[src/rtl/sarb_defines.vh]
// sarb_defines.vh: constants of the sar result circular buffer
// assumes inclusion by bare name from the sarb buffer design file
`ifndef SARB_DEFINES_VH
`define SARB_DEFINES_VH
// circular store
`define SARB_DEPTH 7'h40
`define SARB_IDX_W 6
`define SARB_ENTRY_W 13
// staging fifo in the data path
`define SARB_STAGE_DEPTH 16
`define SARB_STAGE_AW 4
// register addresses of the serial port
`define SARB_ADDR_WORD_HIGH 7'h01
`define SARB_ADDR_WORD_LOW 7'h02
`define SARB_ADDR_UPD_CTRL 7'h12
// buffer_update_control fields
`define SARB_CTRL_PORT_BIT 7
`define SARB_CTRL_SWHOLD_BIT 6
`define SARB_CTRL_HOLD_BIT 5
`define SARB_CTRL_MASK 8'he0
`define SARB_CTRL_RST 8'h00
// buffered read word fields
`define SARB_WORD_FULL_BIT 15
`define SARB_WORD_EMPTY_BIT 14
`define SARB_WORD_TAG_BIT 12
// reset values, and the bit count at the last bit of a byte
`define SARB_IDX_RST 6'h00
`define SARB_COUNT_RST 7'h00
`define SARB_BYTE_ZERO 8'h00
`define SARB_BITS_PER_BYTE 3'h7
`endif

[src/rtl/sarb_buffer.v]
// sarb_buffer.v: circular result buffer with serial register port
// assumes: converter on clk feeds tagged results in its own scan order;
// serial pins are asynchronous and sampled by clk (mode 0 framing)
`timescale 1ns/1ps
`include "sarb_defines.vh"
module sarb_buffer (
  input wire clk,
  input wire rst_n,
  input wire buf_en,
  input wire buf_clear,
  input wire continuous,
  input wire [5:0] trig_level,
  input wire res_valid,
  input wire [11:0] res_data,
  input wire res_tag,
  output wire res_ready,
  input wire sclk,
  input wire ss_n,
  input wire mosi,
  output reg miso,
  output reg miso_oe,
  output reg data_avail,
  output reg conv_run,
  output reg [1:0] buf_status
);
  // ring store and indices (index 0 is location 1)
  reg [`SARB_ENTRY_W-1:0] mem [0:63];
  reg [5:0] read_index_r;
  reg [5:0] write_index_r;
  reg [5:0] trigger_index_r;
  reg [6:0] count_r;
  reg [7:0] ctrl_r;
  reg read_start_r;
  reg pop_r;
  reg word_busy_r;

  // serial port state
  wire sclk_s;
  wire ss_n_s;
  wire mosi_s;
  reg sclk_d_r;
  reg [2:0] bit_cnt_r;
  reg data_phase_r;
  reg [6:0] addr_r;
  reg rw_r;
  reg [7:0] shin_r;
  reg [7:0] shout_r;
  reg [15:0] word_r;
  reg hi_done_r;
  reg low_sel_r;

  // staging fifo outputs
  wire stage_valid;
  wire [`SARB_ENTRY_W-1:0] stage_data;
  wire stage_ready;

  wire full = (count_r == `SARB_DEPTH);
  wire empty = (count_r == `SARB_COUNT_RST);
  wire clr = buf_clear | ~buf_en;
  wire port_i2c = ctrl_r[`SARB_CTRL_PORT_BIT];
  wire [5:0] lvl_m1 = trig_level - 6'h01;

  sarb_sync #(
    .W(3),
    .RV(3'b010)
  ) u_sync (
    .clk(clk),
    .rst_n(rst_n),
    .din({sclk, ss_n, mosi}),
    .dout({sclk_s, ss_n_s, mosi_s})
  );

  // results keep their arrival order through the staging fifo
  sarb_fifo #(
    .W(`SARB_ENTRY_W),
    .D(`SARB_STAGE_DEPTH),
    .AW(`SARB_STAGE_AW)
  ) u_stage (
    .clk(clk),
    .rst_n(rst_n),
    .in_valid(res_valid),
    .in_ready(res_ready),
    .in_data({res_tag, res_data}),
    .out_valid(stage_valid),
    .out_ready(stage_ready),
    .out_data(stage_data)
  );

  // serial edges and the byte boundary
  wire rise = sclk_s & ~sclk_d_r & ~ss_n_s;
  wire fall = ~sclk_s & sclk_d_r & ~ss_n_s;
  wire byte_done = rise & (bit_cnt_r == `SARB_BITS_PER_BYTE);
  wire [7:0] in_byte = {shin_r[6:0], mosi_s};
  // address of the byte about to be shifted out, and whether to load
  wire [6:0] load_addr = data_phase_r ? addr_r + 7'h01 : in_byte[7:1];
  wire load = byte_done & (data_phase_r ? rw_r : mosi_s);
  wire hi_load = load & (load_addr == `SARB_ADDR_WORD_HIGH) & ~port_i2c;
  wire lo_load = load & (load_addr == `SARB_ADDR_WORD_LOW) & ~port_i2c;

  // word as it stands at the read index
  wire [15:0] cur_word = {full, (count_r <= 7'h01), 1'b0,
                          mem[read_index_r]};

  // automatic hold covers the whole word read; software hold on request
  wire halt = ctrl_r[`SARB_CTRL_SWHOLD_BIT] ?
              ctrl_r[`SARB_CTRL_HOLD_BIT] :
              (word_busy_r | hi_load);
  wire do_wr = stage_valid & ~halt & buf_en & ~clr;
  assign stage_ready = do_wr;
  wire pop_ok = pop_r & ~empty;
  wire hit = do_wr & (write_index_r == trigger_index_r);

  reg [7:0] load_byte;
  always @* begin
    load_byte = `SARB_BYTE_ZERO;
    case (load_addr)
      `SARB_ADDR_WORD_HIGH: begin
        if (!port_i2c)
          load_byte = {cur_word[15:12], cur_word[11:8]};
      end
      `SARB_ADDR_WORD_LOW: begin
        if (!port_i2c)
          load_byte = hi_done_r ? word_r[7:0] : cur_word[7:0];
      end
      `SARB_ADDR_UPD_CTRL: begin
        load_byte = ctrl_r;
      end
      default: begin
        load_byte = `SARB_BYTE_ZERO;
      end
    endcase
  end

  // ring store write port
  always @(posedge clk) begin
    if (do_wr)
      mem[write_index_r] <= stage_data;
  end

  // indices and fill count
  always @(posedge clk) begin
    if (!rst_n || clr) begin
      read_index_r <= `SARB_IDX_RST;
      write_index_r <= `SARB_IDX_RST;
      count_r <= `SARB_COUNT_RST;
    end else begin
      if (do_wr)
        write_index_r <= write_index_r + 6'h01;
      if (do_wr && pop_ok) begin
        read_index_r <= read_index_r + 6'h01;
      end else if (do_wr && full) begin
        read_index_r <= read_index_r + 6'h01;
      end else if (do_wr) begin
        count_r <= count_r + 7'h01;
      end else if (pop_ok) begin
        read_index_r <= read_index_r + 6'h01;
        count_r <= count_r - 7'h01;
      end
    end
  end

  // trigger, data available and conversion run control
  always @(posedge clk) begin
    if (!rst_n || clr) begin
      trigger_index_r <= lvl_m1;
      data_avail <= 1'b0;
      conv_run <= buf_en & rst_n;
    end else if (hit) begin
      data_avail <= 1'b1;
      if (continuous) begin
        trigger_index_r <= trigger_index_r + trig_level;
      end else begin
        conv_run <= 1'b0;
      end
    end else begin
      if (read_start_r || (continuous && do_wr))
        data_avail <= 1'b0;
      if (!continuous && !conv_run && read_start_r) begin
        conv_run <= 1'b1;
        trigger_index_r <= trigger_index_r + trig_level;
      end else if (continuous) begin
        conv_run <= 1'b1;
      end
    end
  end

  always @(posedge clk) begin
    if (!rst_n) begin
      buf_status <= 2'b01;
    end else begin
      buf_status <= {full, empty};
    end
  end

  // serial slave: shift in on rising sclk, shift out on falling sclk
  always @(posedge clk) begin
    if (!rst_n) begin
      sclk_d_r <= 1'b0;
      bit_cnt_r <= 3'h0;
      data_phase_r <= 1'b0;
      addr_r <= 7'h00;
      rw_r <= 1'b0;
      shin_r <= `SARB_BYTE_ZERO;
      shout_r <= `SARB_BYTE_ZERO;
      miso <= 1'b0;
      miso_oe <= 1'b0;
      ctrl_r <= `SARB_CTRL_RST;
      word_r <= 16'h4000;
      hi_done_r <= 1'b0;
      low_sel_r <= 1'b0;
      word_busy_r <= 1'b0;
      read_start_r <= 1'b0;
      pop_r <= 1'b0;
    end else begin
      sclk_d_r <= sclk_s;
      miso_oe <= ~ss_n_s;
      read_start_r <= hi_load;
      pop_r <= byte_done & data_phase_r & low_sel_r;
      if (ss_n_s) begin
        bit_cnt_r <= 3'h0;
        data_phase_r <= 1'b0;
        hi_done_r <= 1'b0;
        low_sel_r <= 1'b0;
        word_busy_r <= 1'b0;
        shout_r <= `SARB_BYTE_ZERO;
        miso <= 1'b0;
      end else begin
        if (rise) begin
          shin_r <= in_byte;
          bit_cnt_r <= bit_cnt_r + 3'h1;
        end
        if (fall) begin
          miso <= shout_r[7];
          shout_r <= {shout_r[6:0], 1'b0};
        end
        if (byte_done) begin
          if (!data_phase_r) begin
            addr_r <= in_byte[7:1];
            rw_r <= mosi_s;
            data_phase_r <= 1'b1;
          end else begin
            if (!rw_r && addr_r == `SARB_ADDR_UPD_CTRL)
              ctrl_r <= in_byte & `SARB_CTRL_MASK;
            addr_r <= addr_r + 7'h01;
            if (low_sel_r)
              word_busy_r <= 1'b0;
          end
          shout_r <= load ? load_byte : `SARB_BYTE_ZERO;
          hi_done_r <= hi_load;
          low_sel_r <= lo_load & hi_done_r;
          if (hi_load) begin
            word_r <= cur_word;
            word_busy_r <= 1'b1;
          end
        end
      end
    end
  end
endmodule

[src/rtl/sarb_fifo.v]
// sarb_fifo.v: small staging fifo with valid/ready on both sides
// assumes one clock; flags are registered
`timescale 1ns/1ps
module sarb_fifo #(
  parameter W = 13,
  parameter D = 16,
  parameter AW = 4
) (
  input wire clk,
  input wire rst_n,
  input wire in_valid,
  output reg in_ready,
  input wire [W-1:0] in_data,
  output reg out_valid,
  input wire out_ready,
  output wire [W-1:0] out_data
);
  reg [W-1:0] mem [0:D-1];
  reg [AW-1:0] wp_r;
  reg [AW-1:0] rp_r;
  reg [AW:0] cnt_r;
  reg [AW:0] cnt_nxt;
  wire push = in_valid & in_ready;
  wire pop = out_valid & out_ready;

  assign out_data = mem[rp_r];

  always @* begin
    cnt_nxt = cnt_r;
    if (push & ~pop)
      cnt_nxt = cnt_r + 1'b1;
    else if (pop & ~push)
      cnt_nxt = cnt_r - 1'b1;
  end

  always @(posedge clk) begin
    if (push)
      mem[wp_r] <= in_data;
  end

  always @(posedge clk) begin
    if (!rst_n) begin
      wp_r <= {AW{1'b0}};
      rp_r <= {AW{1'b0}};
      cnt_r <= {(AW+1){1'b0}};
      in_ready <= 1'b0;
      out_valid <= 1'b0;
    end else begin
      if (push)
        wp_r <= wp_r + 1'b1;
      if (pop)
        rp_r <= rp_r + 1'b1;
      cnt_r <= cnt_nxt;
      in_ready <= (cnt_nxt != D[AW:0]);
      out_valid <= (cnt_nxt != {(AW+1){1'b0}});
    end
  end
endmodule

[src/rtl/sarb_sync.v]
// sarb_sync.v: two-flop synchroniser, one bit per lane
// assumes inputs from outside the clk domain; reset value per lane
`timescale 1ns/1ps
module sarb_sync #(
  parameter W = 1,
  parameter [W-1:0] RV = {W{1'b0}}
) (
  input wire clk,
  input wire rst_n,
  input wire [W-1:0] din,
  output reg [W-1:0] dout
);
  reg [W-1:0] meta_r;

  always @(posedge clk) begin
    if (!rst_n) begin
      meta_r <= RV;
      dout <= RV;
    end else begin
      meta_r <= din;
      dout <= meta_r;
    end
  end
endmodule

[config.mk]
export PLATFORM = sky130hd
export DESIGN_NAME = sarb_buffer
export DESIGN_NICKNAME = d
export VERILOG_FILES = /design/src/rtl/sarb_buffer.v /design/src/rtl/sarb_fifo.v /design/src/rtl/sarb_sync.v
export VERILOG_INCLUDE_DIRS = /design/src /design/src/rtl
export SDC_FILE = /design/constraint.sdc
export NUM_CORES = 1
export LEC_CHECK = 0
export BUFFER_PORTS_ARGS = -buffer_cell sky130_fd_sc_hd__buf_2
export CAP_MARGIN = 40
export CORE_MARGIN = 10
export CORE_UTILIZATION = 45
export CTS_BUF_LIST = sky130_fd_sc_hd__clkbuf_16
export CTS_CLUSTER_SIZE = 10
export DETAILED_ROUTE_END_ITERATION = 10
export GPL_ROUTABILITY_DRIVEN = 0
export PLACE_DENSITY_LB_ADDON = 0.05
export SLEW_MARGIN = 20
export SYNTH_ARGS = -nofsm -noshare
export SYNTH_HDL_FRONTEND = slang
export SYNTH_SLANG_ARGS = --single-unit
[constraint.sdc]
create_clock -name clk -period 3.05 [get_ports clk]
set_input_delay 0.1525 -clock clk [delete_from_list [all_inputs] [get_ports clk]]
set_output_delay 0.1525 -clock clk [all_outputs]
set_load 0.005 [all_outputs]
Yosys cells after proc, flatten, opt, wreduce, memory -nomap -nowiden:

Memories as Yosys holds them, arrays and structs flattened. A register that Yosys moved wholly into a read port is not among the register bits.
Index checks and enable logic that the tools add are counted.

* register bits: 96
* RAM bits: 1040
* input bits: 28
* output and inout bits: 7
* memories: 2
* logic and storage cells: 166

* eq/ne operators: 11
* reduce and logical (&&, ||, !) cells: 32
* bitwise gates (word level): 38
* muxes and demuxes: 40
* add/subtract/negate cells: 12
* magnitude comparators: 1

Memories
* mem: words 64, width 13, read ports 1, clocked after Yosys merged registers in 1, wr ports 1, line sarb_buffer.v:27 `` reg [`SARB_ENTRY_W-1:0] mem [0:63]; ``
* u_stage.mem: words 16, width 13, read ports 1, clocked after Yosys merged registers in 1, wr ports 1, line sarb_fifo.v:18 `reg [W-1:0] mem [0:D-1];`

Operators with widths (count)
* 6-bit two-way mux: 10
* 8-bit two-way mux: 6
* 8-bit one-hot mux with 3 select lines: 1
* 1-bit bitwise AND: 23
* 7-bit two-way mux: 3
* 1-bit two-way mux: 16
* 7-bit by 1-bit adder with 7-bit output, second input constant: 2
* 7-bit by 5-bit == test with 1-bit output, second input constant: 2
* 1-bit inverter: 13
* 6-bit by 1-bit adder with 6-bit output, second input constant: 2
* 5-bit two-way mux: 2
* 2-bit AND reduction: 5
* 2-bit nonzero test: 5
* 3-bit AND reduction: 3
* 4-bit by 1-bit adder with 4-bit output, second input constant: 2
* 4-bit two-way mux: 2
* 7-bit by 1-bit == test with 1-bit output, second input constant: 1
* 7-bit by 2-bit == test with 1-bit output, second input constant: 1
* 7-bit == test, second input constant: 1
* 7-bit by 1-bit less-or-equal comparator with 1-bit output, second input constant: 1
* 7-bit logical NOT: 1
* 7-bit by 1-bit subtractor with 7-bit output, second input constant: 1
* 6-bit adder: 1
* 6-bit == test: 1
* 17 further kinds: 29

Depth between registers and ports, before layout:

Gate-level depths: netlist of run 1.

* depth after elaboration: 18
* mapped depth: 12
* depth with buffers taken out: 10

By module:

From an unflattened synthesis of run 1, not the netlist that was laid out.

* cell total of the unflattened synthesis: 2368
* area total of the unflattened synthesis: 45489.9 sq um

Modules (own cells, without submodules)
* sarb_buffer: cells each 1958, times used 1, sequential area each 26675.6 sq um, area each 36552.6 sq um
* sarb_fifo: cells each 398, times used 1, sequential area each 6626.4 sq um, area each 8779.7 sq um
* sarb_sync: cells each 12, times used 1, sequential area each 120.1 sq um, area each 157.7 sq um

Least setup slack after synthesis of run 1:

OpenSTA, ideal clock, no wires.

* kind: register -> register
* start point: reg addr_r[1]
* end point: mem mem[54][0] in the netlist's numbering, enable pin
* data arrival time: 2870 ps
* cell stages (with the launch flop): 11
* clock period less this slack: 3252 ps
* path buffers: 2
* required time: 2668 ps
* slack: -202 ps
* library setup time: 382 ps
* cells stage by stage: dfxtp_1 ha_1 and3_4 xnor2_1 a31oi_1 a2111oi_2 nor2_1 buf_2 buf_2 nand4b_1 nor2_1

* word-level cells in the longest chain between the ends: 13

Ends and longest elaborated chain
* start, declared: line sarb_buffer.v:44 `reg [6:0] addr_r;`
* start signal, assigned: line sarb_buffer.v:238 `addr_r <= in_byte[7:1];`
* start signal, assigned: line sarb_buffer.v:244 `addr_r <= addr_r + 7'h01;`
* 7-bit by 1-bit adder with 7-bit output: line sarb_buffer.v:95 `wire [6:0] load_addr = data_phase_r ? addr_r + 7'h01 : in_byte[7:1];`
* 7-bit two-way mux: line sarb_buffer.v:95
* 7-bit by 1-bit == test with 1-bit output
* 1-bit bitwise AND (2 in series): line sarb_buffer.v:97 `` wire hi_load = load & (load_addr == `SARB_ADDR_WORD_HIGH) & ~port_i2c; ``
* 1-bit bitwise OR: line sarb_buffer.v:107 `(word_busy_r | hi_load);`
* 1-bit two-way mux: line sarb_buffer.v:105 `` wire halt = ctrl_r[`SARB_CTRL_SWHOLD_BIT] ? ``
* 1-bit inverter: line sarb_buffer.v:108 `wire do_wr = stage_valid & ~halt & buf_en & ~clr;`
* 1-bit bitwise AND (3 in series): line sarb_buffer.v:108
* 1-bit two-way mux: line sarb_buffer.v:136 `if (do_wr)`
* 1-bit two-way mux (not written as such): line sarb_buffer.v:137 `mem[write_index_r] <= stage_data;`
* end, declared: line sarb_buffer.v:27

No other way between the ends.

==> results.py, run 1 <==
metrics = {
    "global_routing": {
        "grt_first_pass_wirelength_um": 160000,
        "track_usage_pct": 19.6,
        "grt_pass1_vias": 23500,
        "grt_remaining_overflow": 0,
        "antenna_found_initial": 0,
        "grt_max_degree": 65,
    },
    "clocking": {
        "cts_buffers": 136,
        "clk_path_buf_depth": 3,
        "clk_latency_ns": 0.74,
        "tritoncts": "built",
        "clkTransAtPathRegs_ns": 0.06,
        "root_buffer": "clkbuf_16",
        "cts.sinks": 1146,
        "cts_max_level": 4,
    },
    "critical_path": {
        "cp_top_family": "multiplexers",
        "critical_path.n_buffers_inverters": 2,
        "worstPathCellList": "buf_16 > buf_12 > mux4_2 > mux4_2 > a22oi_1 > nand2_1 > a211oi_1 > a21oi_1",
        "end_kind": "flop",
        "critical_path_class": "flop to flop",
        "worst_ep_required_time_ns": 3.66,
        "critPathMostFrequentCell": "mux4_2",
        "path_max_fanout": 19,
        "worst_path_largest_cell_delay_ns": 0.57,
        "slowest_stage": "mux4_2",
        "startpoint_type": "flop",
        "arrival_ns": 3.61,
    },
    "synth": {
        "ys_types": 73,
        "yosysSeqAreaShare_pct": 74.5,
        "synth_top_family_by_area": "multiplexers",
        "yosysWarnings": 0,
        "syn_inst": 2171,
        "synth_fa_ha_area_share_pct": 0.731,
        "synth-seq-cells": 1146,
        "syn_nets": 2223,
        "synthesis.area_mm2": 0.0449,
        "synth_edf_count": 1047,
        "synth_xor_area_share_pct": 0.801,
        "async_flop_share_pct": 0,
        "synthSimpleGateAreaFrac_pct": 3.54,
        "synthMuxAreaShare_pct": 17.1,
        "syn_avg_cell_area_um2": 20.7,
        "synth_flop_cell": "edfxtp_1",
        "synth_compound_area_share_pct": 2.11,
    },
    "cells_and_area": {
        "multiInputGateArea_mm2": 0.0111,
        "final_area_mm2": 0.0530,
        "layout_common_cells": "1047 x edfxtp_1, 327 x mux4_2, 147 x nor2_1, 140 x clkbuf_16, 116 x buf_4",
        "fillers": 7651,
        "fin_nets": 2516,
        "synthToLayoutAreaGrowth_pct": 18.1,
        "final_common_cell": "edfxtp_1",
        "final_layout_size_suffix_gt1_share_pct": 30.8,
        "seq_area_mm2": 0.0334,
    },
    "floorplanning": {
        "die_h_um": 336,
        "die_area_mm2": 0.113,
        "core_area_mm2": 0.0987,
        "ios": 35,
        "die_w_um": 336,
        "start_util_pct": 45.4,
        "row_count": 115,
    },
    "timing": {
        "max_slew_margin_pct": 44.7,
        "tightest_slew_ns": 0.830,
        "finalSetupTns_ns": 0,
        "fin_skew_ns": 0.0287,
        "fin_crit_sh_pct": 98.1,
        "hold_viol_final": 0,
        "setup_viol": 0,
        "fin_crit_ns": 2.99,
        "fmax_mhz": 334,
        "drv_slew": 0,
    },
    "route": {
        "wl_per_cell_um": 28.6,
        "drc": 0,
        "vias": 22200,
        "vias_per_cell": 5.83,
        "ant_nets": 0,
        "drt_iter0_drc": 1974,
        "firstDrtPassIters": 5,
        "drt_wl_total_um": 109000,
    },
    "power": {
        "powerDensity_mw_per_mm2": 619,
        "ir_drop_mv": 0.397,
        "p_leak_nw": 16.6,
    },
    "run": {
        "max_cap_violations": 0,
    },
    "placed_design": {
        "dp.final_hpwl_um": 66900,
        "placed_area_mm2": 0.0488,
        "io_buffers": 34,
    },
    "run_status": {
        "outcome": "complete, no violations",
    },
    "min_path": {
        "hold_class": "primary input to flop",
    },
}
## cell type report
cell class / instances / area share, %
Timing Repair Buffer: 264 / 5.64
Multi-Input combinational cell: 893 / 20.9
Clock inverter: 48 / 0.536
Clock buffer: 140 / 6.61
Sequential cell: 1146 / 63.1
Antenna cell: 1 / 0.00472
Tap cell: 1287 / 3.04
Inverter: 23 / 0.163
## cells in the mapped netlist (16+ instances only)
cell type	count	area [um2]
a21oi_1	39	195
a22oi_1	20	150
buf_1	26	97.6
buf_2	30	150
clkbuf_1	52	195
dfxtp_1	99	1980
edfxtp_1	1047	31400
ha_1	23	288
inv_1	23	86.3
mux2i_1	27	270
mux4_2	327	7360
nand2_1	60	225
nor2_1	166	623
o21ai_0	20	100
xnor2_1	25	219
xor2_1	16	140
## worst register-to-register path: stages, from the launching register on
cell      delay (ns)
dfxtp_4         0.42
buf_16          0.25
buf_12          0.21
mux4_2          0.57
mux4_2          0.50
a22oi_1         0.35
nand2_1         0.20
a211oi_1        0.26
a21oi_1         0.11
## state kept, by name, summed over array words and instances, names as in the netlist, 5 cells and up, named ones only
signal,flops
read_index_r,6
shin_r,7
mem,832
word_r,8
shout_r,8
count_r,7
u_stage.mem,208
addr_r,7
write_index_r,6
trigger_index_r,6
u_stage.cnt_r,5
## repair_timing
item / 4_1_cts / 5_1_grt
hold buffers: 33 / 0
pin swaps: 1 / 4
gates resized for setup: 2 / 6
endpoints found under the hold margin: 234 / 0
setup buffers: 0 / 3
setup endpoints to repair: 6 / 361
## cell families (layout without fill, tap and decap cells)
group | after synthesis | count (layout)
and+or+nand+nor | 339 | 339
other | 0 | 1
xor gates and xnor gates | 41 | 41
AOI/OAI and AO/OA | 130 | 130
DFF | 1146 | 1146
adders and majority gates | 26 | 26
muxes | 357 | 357
buffers and inverters | 132 | 475
## power breakdown
group | internal (mW) | switching (mW) | total (mW) | leakage (nW)
Clock | 8.23 | 5.87 | 14.1 | 1.97
Combinational | 0.388 | 0.786 | 1.17 | 4.41
Sequential | 17.5 | 0.0625 | 17.5 | 10.2
Total | 26.1 | 6.72 | 32.8 | 16.6
## worst paths after layout
check / to / slack, ns / startpoint / cells past startpoint
worst max-delay path: shout_r[4] / 0.06 / flop / 8
worst min-delay path: u_sync.dout[1] / 0.33 / rst_n / 3
worst max register to register: shout_r[4] / 0.06 / flop / 8
worst min register to register: u_sync.dout[1] / 0.42 / u_sync.meta_r[1] / 1
## layer usage
metal,track usage [%],routed length [um]
met5,0,0
met4,6.00,2810
met3,3.40,5260
met2,32.4,54000
met1,26.4,46500
## through the flow
step	utilization (%)	worst slack, ns	total power [mW]	instances	hold WS, ns
floorplan	-	-0.105	18.4	2171	0.251
CTS	53.6	0.00169	33.2	3796	0.284
global route	53.7	-0.00211	33.9	3801	0.333
finish	53.7	0.0584	32.8	3802	0.334
global placement	49.4	0.00935	18.9	3575	0.343
detailed placement	49.4	-0.0360	19.0	3575	0.354
(Power assumes the default switching activity.)
==> inputs of run 2 (changes only) <==
SYNTH_HIERARCHICAL = 1   (was not set)
==> run 2 against run 1 <==
The flow now finishes with violations (negative setup slack). Core utilization is 0.12 points lower. Sequential share of layout area down 0.76 points. Non-clock buffer count up 59. Count of clock-buffer cells in the layout rose by 1. Combinational power about the same. Via count is 8.3% higher. Critical path type unchanged. Global-route usage rose by 1.1 points. Cell area is 1.2% higher. Largest power group unchanged. Flip-flop and latch count unchanged.
==> results.py, run 2 <==
metrics = {
    "clocking": {
        "cts.sinks": 1146,
        "clkTransAtPathRegs_ns": 0.06,
        "tritoncts": "built",
        "cts_max_level": 4,
        "cts_buffers": 136,
        "clk_path_buf_depth": 3,
        "clk_latency_ns": 0.73,
        "root_buffer": "clkbuf_16",
    },
    "synth": {
        "yosysWarnings": 6,
        "syn_nets": 2420,
        "yosysSeqAreaShare_pct": 73.5,
        "synth-seq-cells": 1146,
        "synth_top_cell_area_share_pct": 69.1,
        "synth_edf_count": 1047,
        "synthTopCellsByCount": "1047 x edfxtp_1, 271 x mux4_2, 128 x nor2_1",
        "synthesis.area_mm2": 0.0455,
        "synth_flop_cell": "edfxtp_1",
        "yosysMostFrequentCell": "edfxtp_1",
        "synth.top_cells.by_area": "edfxtp_1 69%, mux4_2 13%, dfxtp_1 4.4%, mux2i_1 1.6%, nor2_1 1.1%",
        "yosys.area.top_type": "edfxtp_1",
        "syn_avg_cell_area_um2": 19.2,
        "async_flop_share_pct": 0,
        "syn_inst": 2368,
        "ys_types": 83,
    },
    "route": {
        "wl_per_cell_um": 28.8,
        "vias_per_cell": 5.92,
        "firstDrtPassIters": 8,
        "drt_iter0_drc": 2124,
        "drt_wl_total_um": 117000,
        "ant_nets": 0,
        "vias": 24000,
        "drc": 0,
    },
    "timing": {
        "setup_viol": 1,
        "tightest_slew_ns": 0.826,
        "drv_slew": 0,
        "fin_crit_ns": 3.06,
        "max_slew_margin_pct": 44.9,
        "fin_skew_ns": 0.0256,
        "hold_viol_final": 0,
        "post-route-worst-setup-slack_ns": -0.0117,
        "fmax_mhz": 327,
        "fin_crit_sh_pct": 100,
        "fin_hold_ws_ns": 0.311,
        "finalSetupTns_ns": -0.0117,
    },
    "floorplanning": {
        "ios": 35,
        "die_h_um": 338,
        "die_w_um": 338,
        "die_area_mm2": 0.114,
        "start_util_pct": 45.4,
        "core_area_mm2": 0.100,
        "row_count": 116,
    },
    "global_routing": {
        "met2_usage_pct": 32.2,
        "met3_usage_pct": 3.62,
        "grt_remaining_overflow": 0,
        "gr-max-usage-layer": "met2",
        "grt_max_degree": 65,
        "track_usage_pct": 20.7,
        "grt_first_pass_wirelength_um": 171000,
        "grt_use_met1_pct": 29.4,
        "grt_pass1_vias": 24500,
        "antenna_found_initial": 1,
    },
    "run_status": {
        "violations": "negative setup slack",
        "outcome": "finished, violations left",
    },
    "critical_path": {
        "arrival_ns": 3.67,
        "critical_path_class": "flop to flop",
        "worstPathCellList": "buf_12 > buf_12 > mux4_2 > mux2_2 > o2111ai_1 > o41ai_1 > o21ai_1 > o22ai_1 > a221o_1",
        "slowest_stage": "mux4_2",
        "startpoint_type": "flop",
        "critical_path.n_buffers_inverters": 2,
        "worst_ep_required_time_ns": 3.66,
        "worst_path_largest_cell_delay_ns": 0.52,
        "cp_top_family": "compound AO/OA/AOI/OAI gates",
        "path_max_fanout": 20,
        "critPathMostFrequentCell": "buf_12",
        "end_kind": "flop",
    },
    "run": {
        "max_cap_violations": 0,
    },
    "placed_design": {
        "io_buffers": 34,
        "placed_cells": 3823,
        "preCtsSetupSlack_ns": -0.0943,
        "dp.final_hpwl_um": 73200,
    },
    "cells_and_area": {
        "final_layout_size_suffix_gt1_share_pct": 27.9,
        "final_common_cell": "edfxtp_1",
        "largest_reg_flops": 832,
        "fin_nets": 2755,
        "final_cells": 4049,
        "layout_common_cells": "1047 x edfxtp_1, 271 x mux4_2, 193 x buf_4, 141 x clkbuf_16, 128 x nor2_1",
        "synthToLayoutAreaGrowth_pct": 17.9,
        "reg_top3": "mem (832), u_stage/mem (208)",
        "diodes": 0,
        "largest_register": "mem",
    },
    "power": {
        "ir_drop_mv": 0.531,
        "powerDensity_mw_per_mm2": 611,
        "p_leak_nw": 17.2,
    },
    "min_path": {
        "hold_class": "primary input to flop",
    },
}
run 2: worst reg2reg max path: cells and delay by family, from the launching register on:
kind                   cells  cell delay, ns
DFF                        1            0.50
AOI/OAI and AO/OA          5            1.24
muxes                      2            0.86
buffers and inverters      2            0.35
run 2: final cells by class:
cell class	instances	area (um2)
clock buffers	141	3530
clock inverters	45	265
fillers	7827	46500
inverters	29	109
multi-input cells	1067	11400
flip-flops and latches	1146	33500
well taps	1298	1620
repair buffers	323	3210
run 2: cell families (layout without fill, tap and decap cells):
family	count (synthesis)	after routing	share of synthesized area (%)
flip-flops	1146	1146	73.5
adder cells (fa/ha/maj)	24	24	0.677
AO/OA/AOI/OAI	231	231	3.66
AND/OR/NAND/NOR	429	429	4.65
multiplexers	354	354	15.3
XOR/XNOR	29	29	0.558
buffers and inverters	155	538	1.71
run 2: worst paths after layout:
| path | startpoint | endpoint | slack (ns) | cells past startpoint |
|---|---|---|---|---|
| worst max-delay path | flop | shout_r[3] | -0.01 | 9 |
| worst min-delay path | buf_en | conv_run | 0.31 | 3 |
| worst max register to register | flop | shout_r[3] | -0.01 | 9 |
| worst min register to register | u_sync/meta_r[1] | u_sync/dout[1] | 0.42 | 1 |
run 2: where the power goes:
group	total, mW	internal, mW	switching [mW]	leakage, nW
combinational	1.14	0.384	0.755	5.02
clock	14.2	8.27	5.93	1.95
sequential	17.4	17.4	0.0628	10.2
total	32.8	26.0	6.75	17.2
run 2: timing repair:
item | in CTS | in global routing
setup buffers | 1 | 4
hold buffers | 34 | 0
endpoints found under the setup margin | 3 | 276
gates resized for setup | 3 | 17
endpoints found under the hold margin | 252 | 0
pin swaps | 0 | 4
cloned | 0 | 0
run 2: routing by layer:
layer	vias up	wire, um
met2	776	55200
met4	0	3460
li1	10300	-
met3	191	6610
met1	12700	51500
met5	-	0
run 2: stage by stage:
stage          area, um2  power, mW  utilization [%]
2_1_floorplan      45600       18.3                -
6_report           53600       32.8             53.6
3_3_place_gp       49400       18.8             49.3
3_5_place_dp       49400       18.9             49.3
5_1_grt            53600       33.8             53.6
4_1_cts            53500       33.1             53.4
